### src/pga_pkg.sv
// Package: constants, register map and state types of the power-good aggregator
package pga_pkg;

  // ==========================================================================
  // Sizes and timing
  localparam int PGA_NUM_RAILS = 4;             // Bit 0..1 switchers, bit 2..3 linear
  localparam int PGA_CLK_MHZ   = 125;
  localparam int PGA_GATE_US   = 800;
  localparam int PGA_GATE_CYC  = PGA_GATE_US * PGA_CLK_MHZ;
  localparam int PGA_TMR_W     = 17;

  // ==========================================================================
  // Register byte offsets
  localparam logic [7:0] PGA_OFS_CTRL1  = 8'h00;  // monitor_control_one
  localparam logic [7:0] PGA_OFS_CTRL2  = 8'h04;  // monitor_control_two
  localparam logic [7:0] PGA_OFS_FAULT  = 8'h08;  // latched_fault_register
  localparam logic [7:0] PGA_OFS_INT    = 8'h0c;  // input overvoltage / shutdown flags
  localparam logic [7:0] PGA_OFS_STAT   = 8'h10;  // live status, read only

  // ==========================================================================
  // Field positions
  localparam int PGA_C1_SEL_LSB = 0;   // [3:0] rail monitor selects
  localparam int PGA_C1_WIN_LSB = 4;   // [7:4] rail window check selects
  localparam int PGA_C1_POL     = 8;   // output_polarity_select
  localparam int PGA_C1_OD      = 9;   // open_drain_select
  localparam int PGA_C2_TWSEL   = 0;   // thermal_warning_monitor_select
  localparam int PGA_C2_MODE    = 1;   // gated_continuous_select
  localparam int PGA_C2_FHOLD   = 2;   // fault_holds_output_low
  localparam int PGA_F_TW       = 4;   // Thermal warning fault bit
  localparam int PGA_I_OVP      = 0;   // input_overvoltage_flag
  localparam int PGA_I_TSD      = 1;   // thermal_shutdown_flag
  localparam int PGA_S_PG       = 0;
  localparam int PGA_S_GATE     = 1;
  localparam int PGA_S_HALT     = 2;
  localparam int PGA_S_OK_LSB   = 4;

  localparam logic [1:0] PGA_RESP_OKAY   = 2'h0;
  localparam logic [1:0] PGA_RESP_SLVERR = 2'h2;

  // ==========================================================================
  // Types
  typedef enum logic [1:0] {PGA_PH_PRELOAD, PGA_PH_RUN, PGA_PH_HALT} pga_phase_t;

  typedef struct packed {
    logic [PGA_NUM_RAILS-1:0] enable;    // Regulator internal enable
    logic [PGA_NUM_RAILS-1:0] uv_ok;     // Above undervoltage threshold
    logic [PGA_NUM_RAILS-1:0] ov_ok;     // Below overvoltage threshold
    logic [PGA_NUM_RAILS-1:0] ramping;   // Moving between two targets
    logic [PGA_NUM_RAILS-1:0] vchange;   // One-cycle voltage change request
  } pga_rail_t;

  typedef struct packed {
    pga_phase_t               phase;
    logic                     mode;
    logic [9:0]               ctrl1;
    logic [2:0]               ctrl2;
    logic [4:0]               fault;
    logic                     ovp_flag;
    logic                     tsd_flag;
    logic [PGA_NUM_RAILS-1:0] en_prev;
    logic [PGA_TMR_W-1:0]     gate_cnt;
    logic                     pg;
    logic                     pin_out;
    logic                     pin_oe;
    logic                     aw_full;
    logic [7:0]               awaddr;
    logic                     w_full;
    logic [31:0]              wdata;
    logic [3:0]               wstrb;
    logic                     awready;
    logic                     wready;
    logic                     bvalid;
    logic [1:0]               bresp;
    logic                     arready;
    logic                     rvalid;
    logic [31:0]              rdata;
    logic [1:0]               rresp;
  } pga_state_t;

  localparam pga_state_t PGA_STATE_RST = '0;

endpackage

### src/pga_power_good_aggregator.sv
// Power-good aggregator with AXI4-Lite register slave
`timescale 1ns/1ps
`default_nettype none

// Functional notes
// - Per-rail select includes rail in aggregation
// - Disabled rails are masked automatically
// - Select bit adds thermal warning source
// - Power-good only when all sources valid
// - Window bit: 0 UV only, 1 UV+OV
// - Polarity and push-pull/open-drain select bits
// - Polarity inverts pin only, status fixed
// - Mode bit from OTP: 0 gated, 1 continuous
// - Gated: active after OTP load exit
// - Gated: hold state for 800 us
// - Gated: after gate, invalid drives inactive
// - Detected fault sets per-source fault bit
// - Gated: monitoring stops until fault cleared
// - Host clears flags and faults writing 1
// - Overvoltage clear ignored while still over
// - UVLO reset clears all faults and flags
// - Continuous: inactive when a selected rail enables
// - Continuous: output follows regulation live
// - Fault bits latched until written 1
// - Inactive while rail changes target voltage
// - Continuous default: recovers active despite latched faults
// - Fault gating bit holds inactive while pending
module pga_power_good_aggregator
  import pga_pkg::*;
#(
  parameter int GATE_CYCLES = PGA_GATE_CYC
) (
  input  wire logic        sys_clk_i,
  input  wire logic        rst_i,
  input  wire logic        otp_load_done_i,
  input  wire logic        otp_mode_i,
  input  wire pga_rail_t   rail_i,
  input  wire logic        thermal_warning_status_i,
  input  wire logic        input_overvoltage_i,
  input  wire logic        thermal_shutdown_i,
  output logic             power_good_output_o,
  output logic             power_good_output_oe_o,
  input  wire logic [7:0]  s_axi_awaddr_i,
  input  wire logic        s_axi_awvalid_i,
  output logic             s_axi_awready_o,
  input  wire logic [31:0] s_axi_wdata_i,
  input  wire logic [3:0]  s_axi_wstrb_i,
  input  wire logic        s_axi_wvalid_i,
  output logic             s_axi_wready_o,
  output logic [1:0]       s_axi_bresp_o,
  output logic             s_axi_bvalid_o,
  input  wire logic        s_axi_bready_i,
  input  wire logic [7:0]  s_axi_araddr_i,
  input  wire logic        s_axi_arvalid_i,
  output logic             s_axi_arready_o,
  output logic [31:0]      s_axi_rdata_o,
  output logic [1:0]       s_axi_rresp_o,
  output logic             s_axi_rvalid_o,
  input  wire logic        s_axi_rready_i
);

  localparam logic [PGA_TMR_W-1:0] GATE_LOAD = PGA_TMR_W'(GATE_CYCLES);

  pga_state_t st_ff;
  pga_state_t nxt_st;

  // ==========================================================================
  // Helpers
  function automatic logic [31:0] pga_merge(input logic [31:0] old_v,
                                            input logic [31:0] new_v,
                                            input logic [3:0]  strb);
    logic [31:0] res;
    res = old_v;
    for (int b = 0; b < 4; b++) begin
      if (strb[b]) begin
        res[b*8 +: 8] = new_v[b*8 +: 8];
      end
    end
    return res;
  endfunction

  function automatic logic pga_mapped(input logic [7:0] addr);
    return (addr == PGA_OFS_CTRL1) || (addr == PGA_OFS_CTRL2) ||
           (addr == PGA_OFS_FAULT) || (addr == PGA_OFS_INT) ||
           (addr == PGA_OFS_STAT);
  endfunction

  // ==========================================================================
  // Source evaluation
  logic [PGA_NUM_RAILS-1:0] sel;
  logic [PGA_NUM_RAILS-1:0] win;
  logic [PGA_NUM_RAILS-1:0] in_reg;
  logic [PGA_NUM_RAILS-1:0] rail_bad;
  logic [PGA_NUM_RAILS-1:0] rail_flt;
  logic [PGA_NUM_RAILS-1:0] en_rise;
  logic                     tw_bad;
  logic                     src_bad;
  logic                     restart;
  logic                     gating;

  always_comb begin
    sel      = st_ff.ctrl1[PGA_C1_SEL_LSB +: PGA_NUM_RAILS];
    win      = st_ff.ctrl1[PGA_C1_WIN_LSB +: PGA_NUM_RAILS];
    in_reg   = rail_i.uv_ok & (~win | rail_i.ov_ok);
    rail_bad = sel & rail_i.enable & ~(in_reg & ~rail_i.ramping);
    // Ramps are expected excursions, so they do not latch a fault
    rail_flt = sel & rail_i.enable & ~in_reg & ~rail_i.ramping;
    en_rise  = rail_i.enable & ~st_ff.en_prev;
    tw_bad   = st_ff.ctrl2[PGA_C2_TWSEL] & thermal_warning_status_i;
    src_bad  = (|rail_bad) | tw_bad | st_ff.ovp_flag | st_ff.tsd_flag;
    restart  = (|en_rise) | (|(rail_i.vchange & rail_i.enable));
    gating   = (st_ff.gate_cnt != '0);
  end

  // ==========================================================================
  // Next state
  logic        wr_go;
  logic [31:0] wmask;
  logic        fault_pend;
  logic        hold_low;
  logic        mon_live;
  logic        pg_next;
  logic [31:0] rd_val;
  logic [31:0] c1_new;

  always_comb begin
    nxt_st     = st_ff;
    wr_go      = st_ff.aw_full && st_ff.w_full && !st_ff.bvalid;
    wmask      = '0;
    fault_pend = 1'b0;
    hold_low   = 1'b0;
    mon_live   = 1'b0;
    pg_next    = st_ff.pg;
    rd_val     = '0;
    c1_new     = pga_merge({22'h0, st_ff.ctrl1}, st_ff.wdata, st_ff.wstrb);

    nxt_st.en_prev = rail_i.enable;

    // Write-one-to-clear mask built from the low byte lane only
    if (wr_go && st_ff.wstrb[0]) begin
      wmask = {24'h0, st_ff.wdata[7:0]};
    end

    // Register writes
    if (wr_go) begin
      nxt_st.aw_full = 1'b0;
      nxt_st.w_full  = 1'b0;
      nxt_st.bvalid  = 1'b1;
      nxt_st.bresp   = pga_mapped(st_ff.awaddr) ? PGA_RESP_OKAY : PGA_RESP_SLVERR;
      case (st_ff.awaddr)
        PGA_OFS_CTRL1: begin
          nxt_st.ctrl1 = c1_new[9:0];
        end
        PGA_OFS_CTRL2: begin
          if (st_ff.wstrb[0]) begin
            nxt_st.ctrl2 = st_ff.wdata[2:0];
            nxt_st.mode  = st_ff.wdata[PGA_C2_MODE];
          end
        end
        PGA_OFS_FAULT: begin
          nxt_st.fault = st_ff.fault & ~wmask[4:0];
        end
        PGA_OFS_INT: begin
          if (wmask[PGA_I_OVP] && !input_overvoltage_i) begin
            nxt_st.ovp_flag = 1'b0;
          end
          if (wmask[PGA_I_TSD] && !thermal_shutdown_i) begin
            nxt_st.tsd_flag = 1'b0;
          end
        end
        default: begin
        end
      endcase
    end

    // Hardware sets come after the clears so a same-cycle event wins
    if (input_overvoltage_i) begin
      nxt_st.ovp_flag = 1'b1;
    end
    if (thermal_shutdown_i) begin
      nxt_st.tsd_flag = 1'b1;
    end

    // Gate timer
    if (st_ff.mode == 1'b0 && st_ff.phase != PGA_PH_PRELOAD && restart) begin
      nxt_st.gate_cnt = GATE_LOAD;
    end else if (gating) begin
      nxt_st.gate_cnt = st_ff.gate_cnt - PGA_TMR_W'(1);
    end

    // Fault latching, gated mode only while monitoring is live
    mon_live = (st_ff.phase == PGA_PH_RUN) && (st_ff.mode || !gating);
    if (mon_live) begin
      nxt_st.fault = nxt_st.fault | {tw_bad, rail_flt};
    end

    fault_pend = (|st_ff.fault) || st_ff.ovp_flag || st_ff.tsd_flag;
    hold_low   = st_ff.ctrl2[PGA_C2_FHOLD] && (|st_ff.fault);

    // Power-good sequencing
    case (st_ff.phase)
      PGA_PH_PRELOAD: begin
        pg_next = 1'b0;
        if (otp_load_done_i) begin
          nxt_st.mode  = otp_mode_i;
          nxt_st.phase = PGA_PH_RUN;
          pg_next      = 1'b1;
        end
      end
      PGA_PH_RUN: begin
        if (st_ff.mode) begin
          // Live tracking; a default recovery ignores latched fault bits
          pg_next = !src_bad && !hold_low && !(|(en_rise & sel));
        end else if (gating || restart) begin
          pg_next = st_ff.pg;
        end else if (src_bad) begin
          pg_next      = 1'b0;
          nxt_st.phase = PGA_PH_HALT;
        end else begin
          pg_next = !hold_low;
        end
      end
      PGA_PH_HALT: begin
        // Stuck inactive until software clears every pending cause or sets continuous mode
        pg_next = 1'b0;
        if (!fault_pend || st_ff.mode) begin
          nxt_st.phase = PGA_PH_RUN;
        end
      end
      default: begin
        nxt_st.phase = PGA_PH_PRELOAD;
        pg_next      = 1'b0;
      end
    endcase
    nxt_st.pg = pg_next;

    // Pin: polarity and drive type act on the pin alone
    if (nxt_st.ctrl1[PGA_C1_OD]) begin
      nxt_st.pin_out = 1'b0;
      nxt_st.pin_oe  = ~(pg_next ^ nxt_st.ctrl1[PGA_C1_POL]);
    end else begin
      nxt_st.pin_out = pg_next ^ nxt_st.ctrl1[PGA_C1_POL];
      nxt_st.pin_oe  = 1'b1;
    end

    // Write channel capture, either order
    if (s_axi_awvalid_i && st_ff.awready) begin
      nxt_st.aw_full = 1'b1;
      nxt_st.awaddr  = s_axi_awaddr_i;
    end
    if (s_axi_wvalid_i && st_ff.wready) begin
      nxt_st.w_full = 1'b1;
      nxt_st.wdata  = s_axi_wdata_i;
      nxt_st.wstrb  = s_axi_wstrb_i;
    end
    if (st_ff.bvalid && s_axi_bready_i) begin
      nxt_st.bvalid = 1'b0;
    end
    nxt_st.awready = !nxt_st.aw_full && !nxt_st.bvalid;
    nxt_st.wready  = !nxt_st.w_full && !nxt_st.bvalid;

    // Read channel; status reads are live values
    case (s_axi_araddr_i)
      PGA_OFS_CTRL1: rd_val = {22'h0, st_ff.ctrl1};
      PGA_OFS_CTRL2: rd_val = {29'h0, st_ff.ctrl2[PGA_C2_FHOLD], st_ff.mode,
                               st_ff.ctrl2[PGA_C2_TWSEL]};
      PGA_OFS_FAULT: rd_val = {27'h0, st_ff.fault};
      PGA_OFS_INT:   rd_val = {30'h0, st_ff.tsd_flag, st_ff.ovp_flag};
      PGA_OFS_STAT:  rd_val = {24'h0, in_reg, 1'b0, (st_ff.phase == PGA_PH_HALT),
                               gating, st_ff.pg};
      default:       rd_val = '0;
    endcase
    if (st_ff.rvalid && s_axi_rready_i) begin
      nxt_st.rvalid = 1'b0;
    end
    if (s_axi_arvalid_i && st_ff.arready) begin
      nxt_st.rvalid = 1'b1;
      nxt_st.rdata  = rd_val;
      nxt_st.rresp  = pga_mapped(s_axi_araddr_i) ? PGA_RESP_OKAY : PGA_RESP_SLVERR;
    end
    nxt_st.arready = !nxt_st.rvalid;
  end

  // ==========================================================================
  // State register; supply lockout lands here as reset
  always_ff @(posedge sys_clk_i) begin
    if (rst_i) begin
      st_ff <= PGA_STATE_RST;
    end else begin
      st_ff <= nxt_st;
    end
  end

  // ==========================================================================
  // Outputs
  assign power_good_output_o    = st_ff.pin_out;
  assign power_good_output_oe_o = st_ff.pin_oe;
  assign s_axi_awready_o        = st_ff.awready;
  assign s_axi_wready_o         = st_ff.wready;
  assign s_axi_bvalid_o         = st_ff.bvalid;
  assign s_axi_bresp_o          = st_ff.bresp;
  assign s_axi_arready_o        = st_ff.arready;
  assign s_axi_rvalid_o         = st_ff.rvalid;
  assign s_axi_rdata_o          = st_ff.rdata;
  assign s_axi_rresp_o          = st_ff.rresp;

endmodule

`default_nettype wire

### config.mk
export PLATFORM = sky130hd
export DESIGN_NAME = pga_power_good_aggregator
export DESIGN_NICKNAME = d
export VERILOG_FILES = /design/src/pga_pkg.sv /design/src/pga_power_good_aggregator.sv
export SDC_FILE = /design/constraint.sdc
export NUM_CORES = 1
export LEC_CHECK = 0
export ABC_AREA = 0
export CORE_MARGIN = 1
export CORE_UTILIZATION = 35
export CTS_CLUSTER_SIZE = 10
export DETAILED_ROUTE_END_ITERATION = 8
export DONT_BUFFER_PORTS = 1
export HOLD_SLACK_MARGIN = 0.03
export MAX_ROUTING_LAYER = met4
export PLACE_DENSITY_LB_ADDON = 0.05
export SETUP_SLACK_MARGIN = 0.05
export SLEW_MARGIN = 25
export SYNTH_ARGS = -nofsm -noshare
export SYNTH_HDL_FRONTEND = slang
export SYNTH_SLANG_ARGS = --single-unit
### constraint.sdc
create_clock -name sys_clk_i -period 2.7 [get_ports sys_clk_i]
set_input_delay 0 -clock sys_clk_i [delete_from_list [all_inputs] [get_ports sys_clk_i]]
set_output_delay 0 -clock sys_clk_i [all_outputs]
set_load 0.01 [all_outputs]
==> impl_metrics.json <==
{
  "status": "complete, no violations",
  "cp.arrival_ns": 2.67,
  "synth-seq-area-share_pct": 41.3,
  "syn_inst": 489,
  "core_um2": 11400,
  "placementRows": 39,
  "p_total_w": 0.00366,
  "rsz0062_at_grt": "false",
  "path_max_fanout": 5,
  "internal_power_w": 0.00253,
  "slew_headroom_pct": 45.6,
  "synth_top_family_by_area": "simple AND/OR/NAND/NOR gates",
  "postPlaceCellArea_um2": 4070,
  "tns_ns": 0,
  "fin_skew_ns": 0.00599,
  "postSynthAreaPerCell_um2": 8.42,
  "drc": 0,
  "drt_first_pass_iters": 5,
  "crit_type": "reg2reg",
  "clock-root-buffer": "clkbuf_16",
  "synth_compound_area_share_pct": 15.0,
  "cp_data_required_time_ns": 2.99,
  "clock_sinks": 85,
  "cts-htree-levels": 3,
  "io_pins": 127,
  "syn-cell-area_um2": 4120,
  "yosysUniqueCellTypes": 57,
  "via_per_inst": 5.01,
  "ir_drop_v": 0.000611,
  "synthFlopType": "dfxtp_1",
  "fin_cells": 683,
  "stdcell_area_um2": 5000,
  "synthToLayoutAreaGrowth_pct": 21.3,
  "grt_pass1_vias": 3362,
  "hold_viol": 0,
  "worst_hold_path_type": "in2reg",
  "dr.first_iter.drc_count": 152,
  "ys_async_sr_fraction_pct": 0,
  "die_y_um": 110,
  "grt_first_pass_wirelength_mm": 17.4,
  "cts_buffers": 9,
  "antenna_found_initial": 0,
  "p_seq_share_pct": 42.6,
  "slew_violations": 0,
  "crit_path_start": "st_ff[90]$_SDFFE_PP0P_",
  "layout_commonest_cell": "dfxtp_1",
  "synthAdderAreaFrac_pct": 0.608,
  "drv_cap": 0,
  "yosys.area.top_type": "dfxtp_1",
  "p_leak_nw": 1.89,
  "start_kind": "register",
  "clk_latency_ns": 0.35,
  "synth_warnings": 0,
  "cts.reportedPaths.clkPinSlew_ns": 0.06,
  "grt.overflow.total": 0,
  "portBuffers": 0,
  "setup_violations": 0,
  "n_fill_cell": 1171,
  "drive_gt1_share_pct": 7.59,
  "multi_input_area_um2": 2130,
  "synth-seq-cells": 85,
  "synth_top_area_share_pct": 41.3,
  "post-place-cells": 605,
  "dieArea_um2": 12200,
  "max_slew.worst_pin.slew_ns": 0.810,
  "ant_nets": 0,
  "synthMuxAreaShare_pct": 2.55,
  "r2r_start": "st_ff[90]$_SDFFE_PP0P_",
  "clock_power_share_pct": 33.8,
  "synth_enable_flop_cells": 0,
  "fmax_mhz": 420,
  "yosys.area_share.xor_xnor_pct": 2.98,
  "period_share_pct": 88.2,
  "register_area_um2": 1700,
  "largest_register": "st_ff",
  "vias": 3425,
  "finalWirelength_mm": 10.6,
  "ys_top_cells_by_area": "dfxtp_1 (41%), nand2_1 (7.2%), buf_4 (6.7%)",
  "fp.dieW_um": 110,
  "grt_usage_pct": 18.6,
  "switching_share_pct": 30.8,
  "largest_reg_flops": 62,
  "dp_hpwl_mm": 7.53,
  "wire_per_inst_um": 15.5,
  "diodes": 0,
  "synthSimpleGateAreaFrac_pct": 28.1,
  "min_from": "s_axi_araddr_i[6]",
  "finalNetCount": 621,
  "globalplace.congestion": 0.781,
  "power_density_nw_per_um2": 732,
  "initial_core_util_pct": 36.1,
  "period_needed_ns": 2.38,
  "power.switching_w": 0.00113,
  "endpoint_kind": "register",
  "cts_tree": "yes",
  "clockBufferDepth": 2,
  "grt_max_degree": 73,
  "combPwrFrac_pct": 23.6,
  "layout_common_cells": "dfxtp_1 (85), nand2_1 (79), nor2_1 (58)"
}
critical path: stages (launching register included):
cell and delay, ns:
dfxtp_1 0.32, inv_1 0.11, ha_1 0.16, nor4b_4 0.24, and4_1 0.32, buf_4 0.18
o21a_1 0.22, a32oi_1 0.12, dlygate4sd3_1 0.58, nor2_1 0.08
kinds of logic (layout without fill, tap and decap cells):
| family | Yosys count | after routing |
|---|---|---|
| buffers and inverters | 65 | 93 |
| other | 1 | 24 |
| adder cells (fa/ha/maj) | 2 | 2 |
| multiplexers | 8 | 8 |
| flip-flops | 85 | 85 |
| AO/OA/AOI/OAI | 95 | 95 |
| AND/OR/NAND/NOR | 219 | 219 |
| XOR/XNOR | 14 | 14 |
per-stage QoR:
stage | setup WS [ns] | hold slack, ns | utilization [%]
CTS | 0.0733 | 0.0498 | 43.4
detailed placement | 0.292 | 0.0771 | 35.6
global placement | 0.397 | 0.0746 | 35.6
floorplan | 0.514 | 0.117 | -
finish | 0.318 | 0.0574 | 43.8
global route | 0.0795 | 0.0996 | 43.8
cells in the mapped netlist, types with 2 or more instances:
library cell and number:
nor3_1 8, nand3b_1 2, o211ai_1 3, ha_1 2, a22oi_1 8, and2_1 3, nand4b_1 5, a31oi_1 3
a221oi_1 2, xnor2_1 9, mux2i_1 6, or3_1 3, or4_1 4, nand4_1 4, nor2_1 58, nor2b_1 9
nor4_2 3, mux4_2 2, dfxtp_1 85, a2111oi_0 2, nor4_4 3, inv_1 12, o21ai_0 9, o211a_1 2
clkbuf_1 15, nand2b_1 10, a211oi_1 4, nor4b_2 2, and3_1 3, xor2_1 5, nand2_1 79, nor4_1 6
a32oi_1 5, nand3_1 7, a21oi_1 48, buf_4 37
final cells by class:
type | instances | area share, %
Multi-Input combinational cell | 362 | 42.6
Sequential cell | 85 | 34.1
Timing Repair Buffer | 65 | 13.0
Clock buffer | 10 | 4.58
Tap cell | 143 | 3.58
Clock inverter | 6 | 1.28
Inverter | 12 | 0.902
what timing repair did:
| action | 4_1_cts | 5_1_grt |
|---|---|---|
| endpoints found under the hold margin | 74 | 0 |
| endpoints found under the setup margin | 0 | 2 |
| hold buffers | 58 | 0 |
| gates resized for setup | 0 | 1 |
| buffers inserted | 0 | 4 |
worst paths after layout:
path	to	slack, ns	cells after the start
hold reg to reg	st_ff[84]$_SDFFE_PP0P_	0.46	2
hold / removal	s_axi_rdata_o[4]$_SDFFE_PP0P_	0.06	5
setup reg to reg	st_ff[115]$_SDFF_PP0_	0.32	9
setup / recovery	st_ff[115]$_SDFF_PP0_	0.32	9
layer usage:
metal | track usage, % | part of all wire, %
met1 | 25.0 | 50
met2 | 27.4 | 45
met3 | 4.77 | 4.4
met4 | 5.87 | 1.2
met5 | - | 0
power by group through the flow:
stage / combinational [W] / sequential, W / clock (W)
after global routing: 0.000975 / 0.00158 / 0.00134
after global placement: 0.000769 / 0.00158 / 0
after CTS: 0.000859 / 0.00155 / 0.00128
after detailed placement: 0.000774 / 0.00158 / 0
final: 0.000863 / 0.00156 / 0.00124
after floorplan: 0.000701 / 0.00154 / 0
Note: power is estimated with default switching activity, not from simulation.
